[config.mk]
export PLATFORM = sky130hd
export DESIGN_NAME = lou_top
export DESIGN_NICKNAME = d
export VERILOG_FILES = /design/src/logic/lou_pkg.sv /design/src/logic/lou_if.sv /design/src/logic/lou_top.sv /design/src/logic/lou_alu.sv /design/src/logic/lou_dec.sv
export VERILOG_INCLUDE_DIRS = /design/src /design/src/logic
export SDC_FILE = /design/constraint.sdc
export NUM_CORES = 1
export LEC_CHECK = 0
export BUFFER_PORTS_ARGS = -buffer_cell sky130_fd_sc_hd__buf_2
export CAP_MARGIN = 20
export CORE_ASPECT_RATIO = 0.9
export CORE_MARGIN = 2
export CORE_UTILIZATION = 40
export DETAILED_ROUTE_END_ITERATION = 6
export PLACE_DENSITY_LB_ADDON = 0.05
export SLEW_MARGIN = 20
export SYNTH_ARGS = -nofsm -noshare
export SYNTH_HDL_FRONTEND = slang
export SYNTH_SLANG_ARGS = --single-unit
export TNS_END_PERCENT = 1
[constraint.sdc]
create_clock -name clk_i -period 4.06 [get_ports clk_i]
set_input_delay 0.406 -clock clk_i [delete_from_list [all_inputs] [get_ports clk_i]]
set_output_delay 0.406 -clock clk_i [all_outputs]
set_load 0.01 [all_outputs]
[src/logic/lou_regs.svh]
// Register offsets, field positions and reset values of the logic unit.
// Assumes a 32-bit classic Wishbone slave with byte addresses.
`ifndef LOU_REGS_SVH
`define LOU_REGS_SVH

// ----------------------------------------------------------------------
// Register byte offsets
// ----------------------------------------------------------------------
`define LOU_ADDR_W      8
`define LOU_OFF_WORK    8'h00
`define LOU_OFF_FLAGS   8'h04
`define LOU_OFF_OPND    8'h08
`define LOU_OFF_CMD     8'h0C
`define LOU_OFF_RESULT  8'h10

// ----------------------------------------------------------------------
// Field positions
// ----------------------------------------------------------------------
`define LOU_FLAG_ZERO   0
`define LOU_FLAG_BORROW 1
`define LOU_FLAG_NIBBLE 2
`define LOU_FLAG_SRANGE 3
`define LOU_RES_MEM_BIT 8
`define LOU_RES_IO_BIT  9

// ----------------------------------------------------------------------
// Reset values
// ----------------------------------------------------------------------
`define LOU_RST_WORK    8'h00
`define LOU_RST_FLAGS   4'h0
`define LOU_RST_OPND    8'h00
`define LOU_RST_RESULT  10'h000

`endif

[src/logic/lou_pkg.sv]
// Types shared by the logic unit modules.
// Assumes nothing beyond a SystemVerilog compiler.
package lou_pkg;

  // ----------------------------------------------------------------------
  // Operation codes, in the order software writes them
  // ----------------------------------------------------------------------
  typedef enum logic [3:0] {
    LOU_OP_AND_IMM,
    LOU_OP_AND_MEM_A,
    LOU_OP_AND_MEM_M,
    LOU_OP_OR_IMM,
    LOU_OP_OR_MEM_A,
    LOU_OP_OR_MEM_M,
    LOU_OP_XOR_IMM,
    LOU_OP_XOR_IO,
    LOU_OP_XOR_MEM_A,
    LOU_OP_XOR_MEM_M,
    LOU_OP_NOT_A,
    LOU_OP_NOT_M,
    LOU_OP_NEG_A,
    LOU_OP_NEG_M
  } lou_op_e;

  // ----------------------------------------------------------------------
  // Result destinations
  // ----------------------------------------------------------------------
  typedef enum logic [1:0] {
    LOU_DST_WORK,
    LOU_DST_MEM,
    LOU_DST_IO
  } lou_dst_e;

  // ----------------------------------------------------------------------
  // Module state
  // ----------------------------------------------------------------------
  typedef struct packed {
    logic ack;
  } lou_dec_s;

  typedef struct packed {
    logic [7:0]  work;
    logic [3:0]  flags;
    logic [7:0]  opnd;
    logic [3:0]  last_op;
    logic [9:0]  result;
    logic [31:0] rdata;
    logic        mem_wr;
    logic        io_wr;
    logic [7:0]  wdata;
  } lou_core_s;

endpackage

[src/logic/lou_if.sv]
// Carrier between the core, the operation unit and the bus decoder.
// Assumes the core drives the bus request copies and the operands.
`timescale 1ns/1ps
`default_nettype none

interface lou_if;
  import lou_pkg::*;

  // Operation group
  lou_op_e     op;
  logic [7:0]  a;
  logic [7:0]  b;
  logic [7:0]  res;
  lou_dst_e    dst;
  logic        upd_zero;
  // Bus access group
  logic        cyc;
  logic        stb;
  logic        we;
  logic        ack;
  logic        rd_start;
  logic        wr_commit;

  modport alu_mp  (input op, a, b, output res, dst, upd_zero);
  modport dec_mp  (input cyc, stb, we, output ack, rd_start, wr_commit);
  modport core_mp (output op, a, b, cyc, stb, we,
                   input res, dst, upd_zero, ack, rd_start, wr_commit);
endinterface

`default_nettype wire

[src/logic/lou_top.sv]
// Logic-operation unit of an 8-bit core, reached over classic Wishbone.
// Assumes one clock; memory and IO writes leave as one-cycle strobes.
//
// Behaviour
// - AND with immediate writes work register, updates zero only.
// - AND with memory byte goes to work register or memory; zero only.
// - OR with immediate writes work register, other three flags held.
// - OR with memory byte goes to work register or memory; zero only.
// - XOR with immediate writes work register, updates zero only.
// - XOR into an IO register writes back there and changes no flag.
// - XOR with memory byte goes to work register or memory; zero only.
// - Invert work register bitwise, updates zero only.
// - Invert a memory byte and write it back, updates zero only.
// - Negate work register as inverse plus one, updates zero only.
// - Negate a memory byte and write it back, updates zero only.
`timescale 1ns/1ps
`default_nettype none
`include "lou_regs.svh"

module lou_top
  import lou_pkg::*;
(
  // Clock and reset
  input  wire logic        clk_i,
  input  wire logic        rst_i,
  // Wishbone slave
  input  wire logic        wb_cyc_i,
  input  wire logic        wb_stb_i,
  input  wire logic        wb_we_i,
  input  wire logic [7:0]  wb_adr_i,
  input  wire logic [3:0]  wb_sel_i,
  input  wire logic [31:0] wb_dat_i,
  output logic      [31:0] wb_dat_o,
  output logic             wb_ack_o,
  // Result write-back
  output logic             mem_wr_o,
  output logic      [7:0]  mem_wdata_o,
  output logic             io_wr_o,
  output logic      [7:0]  io_wdata_o,
  // Core state
  output logic      [7:0]  work_o,
  output logic      [3:0]  flags_o
);
  import lou_pkg::*;

  lou_if     bus ();
  lou_core_s s;
  lou_core_s next_s;
  logic      exec;
  lou_op_e   exec_op;

  // ----------------------------------------------------------------------
  // Helpers
  // ----------------------------------------------------------------------
  function automatic logic reg_hit(input logic [7:0] adr, input logic [7:0] off);
    reg_hit = (adr == off);
  endfunction

  function automatic logic op_legal(input logic [3:0] code);
    op_legal = (code <= LOU_OP_NEG_M);
  endfunction

  // ----------------------------------------------------------------------
  // Submodules
  // ----------------------------------------------------------------------
  assign bus.cyc = wb_cyc_i;
  assign bus.stb = wb_stb_i;
  assign bus.we  = wb_we_i;
  assign bus.op  = exec_op;
  assign bus.a   = s.work;
  assign bus.b   = s.opnd;

  lou_dec u_dec (
    .clk_i (clk_i),
    .rst_i (rst_i),
    .bus   (bus.dec_mp)
  );

  lou_alu u_alu (
    .bus (bus.alu_mp)
  );

  // Illegal codes are dropped whole so no flag moves on a bad write
  assign exec_op = lou_op_e'(wb_dat_i[3:0]);
  assign exec    = bus.wr_commit && wb_sel_i[0] && reg_hit(wb_adr_i, `LOU_OFF_CMD)
                   && op_legal(wb_dat_i[3:0]);

  // ----------------------------------------------------------------------
  // Next state
  // ----------------------------------------------------------------------
  always_comb
  begin
    next_s        = s;
    next_s.mem_wr = 1'b0;
    next_s.io_wr  = 1'b0;
    if (bus.rd_start)
    begin
      next_s.rdata = 32'h0000_0000;
      if (reg_hit(wb_adr_i, `LOU_OFF_WORK))
        next_s.rdata = {24'h00_0000, s.work};
      else if (reg_hit(wb_adr_i, `LOU_OFF_FLAGS))
        next_s.rdata = {28'h000_0000, s.flags};
      else if (reg_hit(wb_adr_i, `LOU_OFF_OPND))
        next_s.rdata = {24'h00_0000, s.opnd};
      else if (reg_hit(wb_adr_i, `LOU_OFF_CMD))
        next_s.rdata = {28'h000_0000, s.last_op};
      else if (reg_hit(wb_adr_i, `LOU_OFF_RESULT))
        next_s.rdata = {22'h0_0000, s.result};
    end
    if (bus.wr_commit && wb_sel_i[0])
    begin
      if (reg_hit(wb_adr_i, `LOU_OFF_WORK))
        next_s.work = wb_dat_i[7:0];
      if (reg_hit(wb_adr_i, `LOU_OFF_FLAGS))
        next_s.flags = wb_dat_i[3:0];
      if (reg_hit(wb_adr_i, `LOU_OFF_OPND))
        next_s.opnd = wb_dat_i[7:0];
    end
    if (exec)
    begin
      next_s.last_op = wb_dat_i[3:0];
      next_s.wdata   = bus.res;
      next_s.result  = {bus.dst == LOU_DST_IO, bus.dst == LOU_DST_MEM, bus.res};
      unique case (bus.dst)
        LOU_DST_WORK: next_s.work   = bus.res;
        LOU_DST_MEM:  next_s.mem_wr = 1'b1;
        LOU_DST_IO:   next_s.io_wr  = 1'b1;
        default:      next_s.wdata  = bus.res;
      endcase
      // Borrow, nibble-borrow and signed-range bits are never touched here
      if (bus.upd_zero)
        next_s.flags[`LOU_FLAG_ZERO] = (bus.res == 8'h00);
    end
  end

  always_ff @(posedge clk_i)
  begin
    if (rst_i)
    begin
      s        <= '0;
      s.work   <= `LOU_RST_WORK;
      s.flags  <= `LOU_RST_FLAGS;
      s.opnd   <= `LOU_RST_OPND;
      s.result <= `LOU_RST_RESULT;
    end
    else
      s <= next_s;
  end

  // ----------------------------------------------------------------------
  // Outputs
  // ----------------------------------------------------------------------
  assign wb_dat_o    = s.rdata;
  assign wb_ack_o    = bus.ack;
  assign mem_wr_o    = s.mem_wr;
  assign mem_wdata_o = s.wdata;
  assign io_wr_o     = s.io_wr;
  assign io_wdata_o  = s.wdata;
  assign work_o      = s.work;
  assign flags_o     = s.flags;

  // ----------------------------------------------------------------------
  // Assertions
  // ----------------------------------------------------------------------
  a_and_imm_work: assert property (@(posedge clk_i) disable iff (rst_i)
    exec && exec_op == LOU_OP_AND_IMM
    |=> s.work == ($past(s.work) & $past(s.opnd))
        && s.flags[3:1] == $past(s.flags[3:1]) && !s.mem_wr)
    else $error("and immediate result or flags wrong");

  a_and_mem_dest: assert property (@(posedge clk_i) disable iff (rst_i)
    exec && exec_op == LOU_OP_AND_MEM_M
    |=> s.mem_wr && mem_wdata_o == ($past(s.work) & $past(s.opnd))
        && $stable(s.work) ##1 !s.mem_wr)
    else $error("and to memory not written once");

  a_or_imm_flags: assert property (@(posedge clk_i) disable iff (rst_i)
    exec && exec_op == LOU_OP_OR_IMM
    |=> s.work == ($past(s.work) | $past(s.opnd))
        && $stable(s.flags[`LOU_FLAG_SRANGE:`LOU_FLAG_BORROW]))
    else $error("or immediate result or held flags wrong");

  a_or_mem_work: assert property (@(posedge clk_i) disable iff (rst_i)
    exec && exec_op inside {LOU_OP_OR_MEM_A, LOU_OP_OR_MEM_M}
    |=> (s.mem_wr ? $stable(s.work) : s.work == ($past(s.work) | $past(s.opnd)))
        && s.wdata == ($past(s.work) | $past(s.opnd)) && !s.io_wr)
    else $error("or with memory byte wrong");

  a_xor_imm_work: assert property (@(posedge clk_i) disable iff (rst_i)
    exec && exec_op == LOU_OP_XOR_IMM
    |=> s.work == ($past(s.work) ^ $past(s.opnd)) && !s.mem_wr && !s.io_wr)
    else $error("xor immediate result wrong");

  a_xor_io_flags: assert property (@(posedge clk_i) disable iff (rst_i)
    exec && exec_op == LOU_OP_XOR_IO
    |=> io_wr_o && io_wdata_o == ($past(s.work) ^ $past(s.opnd))
        && $stable(s.flags) && $stable(s.work))
    else $error("xor to io register wrong or flags moved");

  a_xor_mem_dest: assert property (@(posedge clk_i) disable iff (rst_i)
    exec && exec_op == LOU_OP_XOR_MEM_A
    |=> s.work == ($past(s.work) ^ $past(s.opnd)) && !s.mem_wr
        && $stable(s.flags[3:1]))
    else $error("xor memory into work register wrong");

  a_not_work_inv: assert property (@(posedge clk_i) disable iff (rst_i)
    exec && exec_op == LOU_OP_NOT_A
    |=> s.work == ~$past(s.work) && $stable(s.flags[3:1]))
    else $error("invert of work register wrong");

  a_not_mem_back: assert property (@(posedge clk_i) disable iff (rst_i)
    exec && exec_op == LOU_OP_NOT_M
    |=> s.mem_wr && mem_wdata_o == ~$past(s.opnd) && $stable(s.work))
    else $error("invert of memory byte wrong");

  a_neg_work_val: assert property (@(posedge clk_i) disable iff (rst_i)
    exec && exec_op == LOU_OP_NEG_A
    |=> 8'(s.work + $past(s.work)) == 8'h00 && $stable(s.flags[3:1]))
    else $error("negate of work register wrong");

  a_neg_mem_back: assert property (@(posedge clk_i) disable iff (rst_i)
    exec && exec_op == LOU_OP_NEG_M
    |=> s.mem_wr && 8'(mem_wdata_o + $past(s.opnd)) == 8'h00 && $stable(s.work))
    else $error("negate of memory byte wrong");

  a_zero_follows: assert property (@(posedge clk_i) disable iff (rst_i)
    exec && exec_op != LOU_OP_XOR_IO
    |=> s.flags[`LOU_FLAG_ZERO] == (s.result[7:0] == 8'h00))
    else $error("zero flag does not match result");

  a_and_mem_work: assert property (@(posedge clk_i) disable iff (rst_i)
    exec && exec_op == LOU_OP_AND_MEM_A
    |=> s.work == ($past(s.work) & $past(s.opnd)) && !s.mem_wr
        && $stable(s.flags[3:1]))
    else $error("and memory into work register wrong");

  a_and_mem_flags: assert property (@(posedge clk_i) disable iff (rst_i)
    exec && exec_op == LOU_OP_AND_MEM_M
    |=> $stable(s.flags[3:1]) && !s.io_wr)
    else $error("and to memory moved a held flag");

  a_or_mem_flags: assert property (@(posedge clk_i) disable iff (rst_i)
    exec && exec_op inside {LOU_OP_OR_MEM_A, LOU_OP_OR_MEM_M}
    |=> $stable(s.flags[3:1]))
    else $error("or with memory byte moved a held flag");

  a_xor_imm_flags: assert property (@(posedge clk_i) disable iff (rst_i)
    exec && exec_op == LOU_OP_XOR_IMM
    |=> $stable(s.flags[3:1]))
    else $error("xor immediate moved a held flag");

  a_xor_mem_back: assert property (@(posedge clk_i) disable iff (rst_i)
    exec && exec_op == LOU_OP_XOR_MEM_M
    |=> s.mem_wr && mem_wdata_o == ($past(s.work) ^ $past(s.opnd))
        && $stable(s.work) && $stable(s.flags[3:1]))
    else $error("xor to memory wrong");

  a_not_mem_flags: assert property (@(posedge clk_i) disable iff (rst_i)
    exec && exec_op == LOU_OP_NOT_M
    |=> $stable(s.flags[3:1]) && !s.io_wr)
    else $error("invert of memory byte moved a held flag");

  a_neg_mem_flags: assert property (@(posedge clk_i) disable iff (rst_i)
    exec && exec_op == LOU_OP_NEG_M
    |=> $stable(s.flags[3:1]) && !s.io_wr)
    else $error("negate of memory byte moved a held flag");

  a_not_zero_flag: assert property (@(posedge clk_i) disable iff (rst_i)
    exec && exec_op == LOU_OP_NOT_A
    |=> s.flags[`LOU_FLAG_ZERO] == ($past(s.work) == 8'hFF))
    else $error("zero flag wrong after invert");

  a_neg_zero_flag: assert property (@(posedge clk_i) disable iff (rst_i)
    exec && exec_op == LOU_OP_NEG_A
    |=> s.flags[`LOU_FLAG_ZERO] == ($past(s.work) == 8'h00))
    else $error("zero flag wrong after negate");

  // ----------------------------------------------------------------------
  // Write-back strobes and refused codes
  // ----------------------------------------------------------------------
  a_mem_strobe_pulse: assert property (@(posedge clk_i) disable iff (rst_i)
    mem_wr_o |=> !mem_wr_o)
    else $error("memory write strobe longer than one cycle");

  a_io_strobe_pulse: assert property (@(posedge clk_i) disable iff (rst_i)
    io_wr_o |=> !io_wr_o)
    else $error("io write strobe longer than one cycle");

  a_xor_io_result: assert property (@(posedge clk_i) disable iff (rst_i)
    exec && exec_op == LOU_OP_XOR_IO
    |=> !s.mem_wr && s.result[`LOU_RES_IO_BIT] && !s.result[`LOU_RES_MEM_BIT])
    else $error("xor to io register marked or sent wrong");

  a_strobe_needs_op: assert property (@(posedge clk_i) disable iff (rst_i)
    !exec |=> !s.mem_wr && !s.io_wr)
    else $error("write-back strobe without an operation");

  // A refused code must leave no trace, not even a flag
  a_bad_code_held: assert property (@(posedge clk_i) disable iff (rst_i)
    bus.wr_commit && wb_sel_i[0] && reg_hit(wb_adr_i, `LOU_OFF_CMD) && !op_legal(wb_dat_i[3:0])
    |=> $stable(s.work) && $stable(s.flags) && !s.mem_wr && !s.io_wr)
    else $error("refused operation code changed state");

endmodule

`default_nettype wire

[src/logic/lou_alu.sv]
// Operation unit: result, destination and zero-update of one operation.
// Assumes operands are stable for the cycle in which the core commits.
`timescale 1ns/1ps
`default_nettype none

module lou_alu
  import lou_pkg::*;
(
  // Operation carrier
  lou_if.alu_mp bus
);

  // ----------------------------------------------------------------------
  // Combine operands
  // ----------------------------------------------------------------------
  always_comb
  begin
    bus.res      = 8'h00;
    bus.dst      = LOU_DST_WORK;
    bus.upd_zero = 1'b1;
    unique case (bus.op)
      LOU_OP_AND_IMM,
      LOU_OP_AND_MEM_A:  bus.res = bus.a & bus.b;
      LOU_OP_AND_MEM_M:
      begin
        bus.res = bus.a & bus.b;
        bus.dst = LOU_DST_MEM;
      end
      LOU_OP_OR_IMM,
      LOU_OP_OR_MEM_A:   bus.res = bus.a | bus.b;
      LOU_OP_OR_MEM_M:
      begin
        bus.res = bus.a | bus.b;
        bus.dst = LOU_DST_MEM;
      end
      LOU_OP_XOR_IMM,
      LOU_OP_XOR_MEM_A:  bus.res = bus.a ^ bus.b;
      LOU_OP_XOR_IO:
      begin
        bus.res      = bus.a ^ bus.b;
        bus.dst      = LOU_DST_IO;
        bus.upd_zero = 1'b0;
      end
      LOU_OP_XOR_MEM_M:
      begin
        bus.res = bus.a ^ bus.b;
        bus.dst = LOU_DST_MEM;
      end
      LOU_OP_NOT_A:      bus.res = ~bus.a;
      LOU_OP_NOT_M:
      begin
        bus.res = ~bus.b;
        bus.dst = LOU_DST_MEM;
      end
      LOU_OP_NEG_A:      bus.res = ~bus.a + 8'h01;
      LOU_OP_NEG_M:
      begin
        bus.res = ~bus.b + 8'h01;
        bus.dst = LOU_DST_MEM;
      end
      default:           bus.upd_zero = 1'b0;
    endcase
  end

endmodule

`default_nettype wire

[src/logic/lou_dec.sv]
// Classic Wishbone handshake: one wait state, ack high for one cycle.
// Assumes the master holds its request until it samples ack.
`timescale 1ns/1ps
`default_nettype none

module lou_dec
  import lou_pkg::*;
(
  // Clock and reset
  input  wire logic clk_i,
  input  wire logic rst_i,
  // Bus carrier
  lou_if.dec_mp     bus
);

  lou_dec_s s;
  lou_dec_s next_s;

  // ----------------------------------------------------------------------
  // Handshake
  // ----------------------------------------------------------------------
  always_comb
  begin
    next_s     = s;
    next_s.ack = bus.cyc && bus.stb && !s.ack;
  end

  always_ff @(posedge clk_i)
  begin
    if (rst_i)
      s <= '0;
    else
      s <= next_s;
  end

  // Writes commit on the edge the master samples ack
  assign bus.ack       = s.ack;
  assign bus.rd_start  = bus.cyc && bus.stb && !s.ack;
  assign bus.wr_commit = bus.cyc && bus.stb && s.ack && bus.we;

  a_ack_single_cycle: assert property (@(posedge clk_i) disable iff (rst_i)
    s.ack |=> !s.ack)
    else $error("ack held longer than one cycle");

endmodule

`default_nettype wire

After elaboration in Yosys (flattened, before gate mapping)

Index checks and enable logic that the tools add are counted.

Register bits: 77
Input port bits: 49
Output and inout port bits: 63
Word-level logic and storage cells: 77

Add/subtract/negate cells: 2
$lt $le $gt $ge: 1
Equality and inequality tests: 19
Muxes and demuxes: 18
Bitwise logic cells: 6
Reductions and logical operators: 20

Operators by type and width:

| cell                                           | number |
|---|---|
| case mux 8 bit (7 select lines)                | 1 |
| 2-to-1 mux 10 bit                              | 5 |
| 2-to-1 mux 8 bit                               | 4 |
| == test 4 bit (second input constant)          | 6 |
| 2-to-1 mux 20 bit                              | 1 |
| adder 8 x 1 -> 8 bit (second input constant)   | 2 |
| == test 4 x 3 -> 1 bit (second input constant) | 4 |
| == test 8 x 4 -> 1 bit (second input constant) | 2 |
| logical NOT 8 bit                              | 2 |
| NOT 8 bit                                      | 2 |
| OR reduction 13 bit                            | 1 |
| bitwise AND 8 bit                              | 1 |
| == test 4 x 2 -> 1 bit (second input constant) | 2 |
| == test 8 x 3 -> 1 bit (second input constant) | 1 |
| == test 8 x 5 -> 1 bit (second input constant) | 1 |
| OR 8 bit                                       | 1 |
| bitwise XOR 8 bit                              | 1 |
| logical AND 1 bit                              | 7 |
| OR reduction 3 bit                             | 2 |
| 2-to-1 mux 1 bit                               | 5 |
| OR reduction 5 bit                             | 1 |
| == test 4 x 1 -> 1 bit (second input constant) | 1 |
| <= comparator 4 bit (second input constant)    | 1 |
| logical NOT 4 bit                              | 1 |
| 10 further kinds                               | 11 |

Longest topological paths before layout

Depth after elaboration: 8
Gate-level depth with buffers: 13
Mapped depth without buffers: 11

Hierarchy

From an unflattened synthesis, not the netlist that was laid out.

Cells, all modules: 472
Area, all modules: 3920.0 sq um

By module, submodules not included:

| module  | times used | cells each | area an instance (sq um) | seq. area each (sq um) |
|---|---|---|---|---|
| lou_top | 1          | 295        | 2690.1                   | 920.9 |
| lou_alu | 1          | 173        | 1177.4                   | 0.0 |
| lou_dec | 1          | 4          | 52.6                     | 20.0 |

Worst setup path after synthesis

OpenSTA, ideal clock, no wires.

Path type: input-to-reg
Start: input port wb_dat_i[0]
End: register s, in the netlist flags_o[0]
Library setup time: 0.067 ns
Arrival time: 2.582 ns
Data required time: 3.993 ns
Slack: 1.411 ns
Stages: 13
Path buffers: 3
Cells stage by stage: buf_2 > buf_4 > buf_4 > nand2_1 > mux2i_1 > ha_1 > nand3_1 > a21oi_1 > or4_1 > nor2_1 > and4b_1 > nand4bb_1 > o21ai_2

Word-level cells in the longest chain between the ends: 6
Elaborated cells between the ends (all ways): 27
Those cells by class: order compare: 1; eq/ne: 13; mux: 6; reduce/logical: 7

RTL lines:

| element                                                            | line           | RTL |
|---|---|---|
| from (decl)                                                        | lou_top.sv:32  | `input wire logic [31:0] wb_dat_i,` |
| == test 4 x 3 -> 1 bit, or another cell as far along               | lou_alu.sv:21  | `unique case (bus.op)` |
| OR reduction 4 bit (no line) or OR reduction 3 bit (tied branches) | -              |  |
| case mux 8 bit (7 select lines)                                    | lou_alu.sv:21  |  |
| logical NOT 8 bit                                                  | lou_top.sv:132 | `` next_s.flags[`LOU_FLAG_ZERO] = (bus.res == 8'h00); `` |
| 2-to-1 mux 1 bit                                                   | lou_top.sv:131 | `if (bus.upd_zero)` |
| 2-to-1 mux 1 bit (*)                                               | lou_top.sv:119 | `if (exec)` |
| to (signal assigned)                                               | lou_top.sv:147 | `s <= next_s;` |
| to (decl)                                                          | lou_top.sv:47  | `lou_core_s s;` |

Every way passes the cells marked *; elsewhere a longest branch is shown, timed or not.
A chain may end at the register's enable or synchronous reset.

Worst setup path in the final report

Start: input port wb_dat_i[1]
End: register s, in the netlist work_o[2]

Word-level cells in the longest chain between the ends: 6
Elaborated cells between the ends (all ways): 25
Those cells by class: order compare: 1; eq/ne: 13; mux: 4; reduce/logical: 7

RTL lines:

| element                                              | line           | RTL |
|---|---|---|
| == test 4 x 2 -> 1 bit, or another cell as far along | lou_alu.sv:21  |  |
| OR reduction 5 bit (no line)                         | -              |  |
| case mux 2 bit (2 select lines)                      | lou_alu.sv:21  |  |
| logical NOT 2 bit                                    | lou_top.sv:124 | `unique case (bus.dst)` |
| 2-to-1 mux 8 bit                                     | lou_top.sv:124 |  |
| 2-to-1 mux 8 bit (*)                                 | lou_top.sv:119 |  |

Marked as above.

==> results.tsv <==
metric	value	unit
status	finished clean	
die_w	107	um
cts_made_buffers	5	
power_leakage	1.53	nW
slew_violations	0	
preCtsSetupSlack	1.27	ns
grt_pass1_vias	3057	
cts_hold_buf	0	
pwr-share-clk	34.6	%
clk_latency	0.30	ns
worstPathArrival	2.74	ns
ir_worst_vdd	112	uV
drt_iter0_markers	194	
nets	570	
combPwrFrac	13.7	%
drive_gt1_share	18.6	%
seq_area_frac_synth	24.8	%
cts_resized	0	
cts_tree	built	
dr_total_vias	3448	
h-tree-depth	2	
start_util	41.3	%
setup_slack	1.55	ns
ant_nets	0	
ys_warn_count	0	
wl	10200	um
maxCapViolCount	0	
dpl.hpwl	7430	um
grt_pass1_wl	16200	um
p_sw	0.245	mW
drc_errors	0	
grt_use_total	20.0	%
maxSlewHeadroom	39.2	%
cts.reportedPaths.clkPinSlew	0.09	ns
fin_tns_setup	0	ns
layout_commonest_cell	buf_2	
worstMarginPinSlew	0.909	ns
whs	0.365	ns
syn-cell-area	0.00379	mm^2
fmaxAchievable	0.399	GHz
r2r_slack	1.61	ns
final_core_util	42.3	%
placed_area	0.00378	mm^2
syn_inst	497	
finalPower	0.906	mW
root_buffer	clkbuf_8	
design_area	0.00388	mm^2
crit_slowest_cell	nand3b_1	
critPathMaxFanout	31	
internal_power	0.660	mW
routed_via_density	5.50	
pwr-share-seq	51.7	%
detail_route.wl_per_cell	16.3	um
io_buffers	62	
swShare	27.1	%
die_y	96.3	um
final_cell_mix	buf_2, nor2_1, dfxtp_1	
num_io_pins	112	
hold_viol	0	
required	4.30	ns
fin_skew	0.00478	ns
fin_crit_sh	61.7	%
antenna_found_initial	0	
postCtsSetupBuffers	0	
coreArea	0.00917	mm^2
async_flop_share	0	%
ys_types	64	
synth_top_area_share	24.8	%
rows	33	
critPathLaunchType	input pin	
gr-total-overflow	0	
die_area	0.0103	mm^2
clockBufferDepth	2	
synth_ff_type	dfxtp_1	
synth_area_leaders	dfxtp_1, buf_4, ha_1	
syn_area_per_cell	7.62	um^2
synthToLayoutAreaGrowth	2.44	%
setup_viol_count_final	0	
grt_max_degree	49	
critPathCaptureType	flip-flop	
place_inst	619	
fin_cells	627	
synth_area_leader_cell	dfxtp_1	
path_cells	buf_2 -> buf_4 -> or2b_1 -> a21oi_1 -> a31oi_1 -> nand3b_1 -> mux2_1 -> nor2_1	
fin_crit	2.51	ns
criticalPathCategory	in2reg	
dr.pass1.iters	4	
pwr_density_cell	233	mW/mm^2
yosys_register_bits	47	
rsz0062_at_grt	false	
diodes	0	
hp-class	in2reg	
synth_edf_count	0	
gp_congestion	0.850	
cts_sinks	47	
slowest_delay	0.52	ns
-- synthesized netlist by cell type, types with 4 or more instances --
cell and count:
o2bb2ai_1 4, and3_1 8, nor3_1 14, nor2_1 54
buf_2 10, a21oi_1 39, nand3_1 18, a211oi_1 14
clkbuf_1 15, ha_1 17, nand3b_1 7, inv_1 21
xor2_1 4, buf_4 64, o22ai_1 5, o221ai_1 5
dfxtp_1 47, nand2_1 36, nand2b_1 8, a22oi_1 4
a31oi_1 4, mux2i_1 21, o21ai_0 17
-- cell type report --
cell class,instances,area (um^2)
clock buffer,8,100
fill,1000,5290
sequential,47,941
inverter,23,86.3
timing repair buffer,70,370
multi-input combinational,357,2230
tap,122,153
-- registers in the layout (all words and copies together), names as in the netlist --
name / cells
bus.b: 8
flags_o: 4
io_wr_o: 1
mem_wr_o: 1
s: 14
u_dec.bus.ack: 1
wb_dat_o: 10
work_o: 8
-- worst paths after layout --
path / end / startpoint / cells past startpoint
setup / recovery: work_o[2]$_SDFF_PP0_ / wb_dat_i[1] / 8
hold reg to reg: wb_dat_o[9]$_SDFFE_PP0P_ / wb_dat_o[9]$_SDFFE_PP0P_ / 2
hold / removal: bus.b[6]$_SDFFE_PP0P_ / wb_dat_i[6] / 3
setup reg to reg: flags_o[0]$_SDFF_PP0_ / bus.b[1]$_SDFFE_PP0P_ / 9
-- layer usage --
| metal | global-route usage, % | vias up | share of wire, % |
|---|---|---|---|
| li1 | - | 1687 | - |
| met1 | 28.2 | 1627 | 49 |
| met2 | 32.3 | 127 | 45 |
| met3 | 3.32 | 7 | 6.1 |
| met4 | 4.33 | 0 | 0.70 |
| met5 | 0 | - | 0 |
-- power by group through the flow --
stage / clock network [mW] / registers [mW] / logic [mW]
after floorplan: 0 / 0.479 / 0.109
after global placement: 0 / 0.479 / 0.124
after detailed placement: 0 / 0.479 / 0.124
after CTS: 0.325 / 0.468 / 0.124
after global routing: 0.345 / 0.469 / 0.137
final: 0.313 / 0.468 / 0.124
-- logic make-up (layout without fill, tap and decap cells) --
kind of cell | Yosys count | in the layout | share of synthesized area, %
multiplexers | 24 | 24 | 6.44
AO/OA/AOI/OAI | 117 | 117 | 20.4
other | 1 | 22 | 0.0990
AND/OR/NAND/NOR | 170 | 170 | 22.7
flip-flops | 47 | 47 | 24.8
adder cells (fa/ha/maj) | 17 | 17 | 5.61
XOR/XNOR | 7 | 7 | 1.62
buffers and inverters | 114 | 101 | 18.4
-- critical path, delay by kind of cell --
kind | cells | cell delay, ns
buf+inv | 2 | 0.41
compound gates | 2 | 0.47
mux | 1 | 0.48
simple gates | 3 | 0.97
Note: power is estimated with default switching activity, not from simulation.
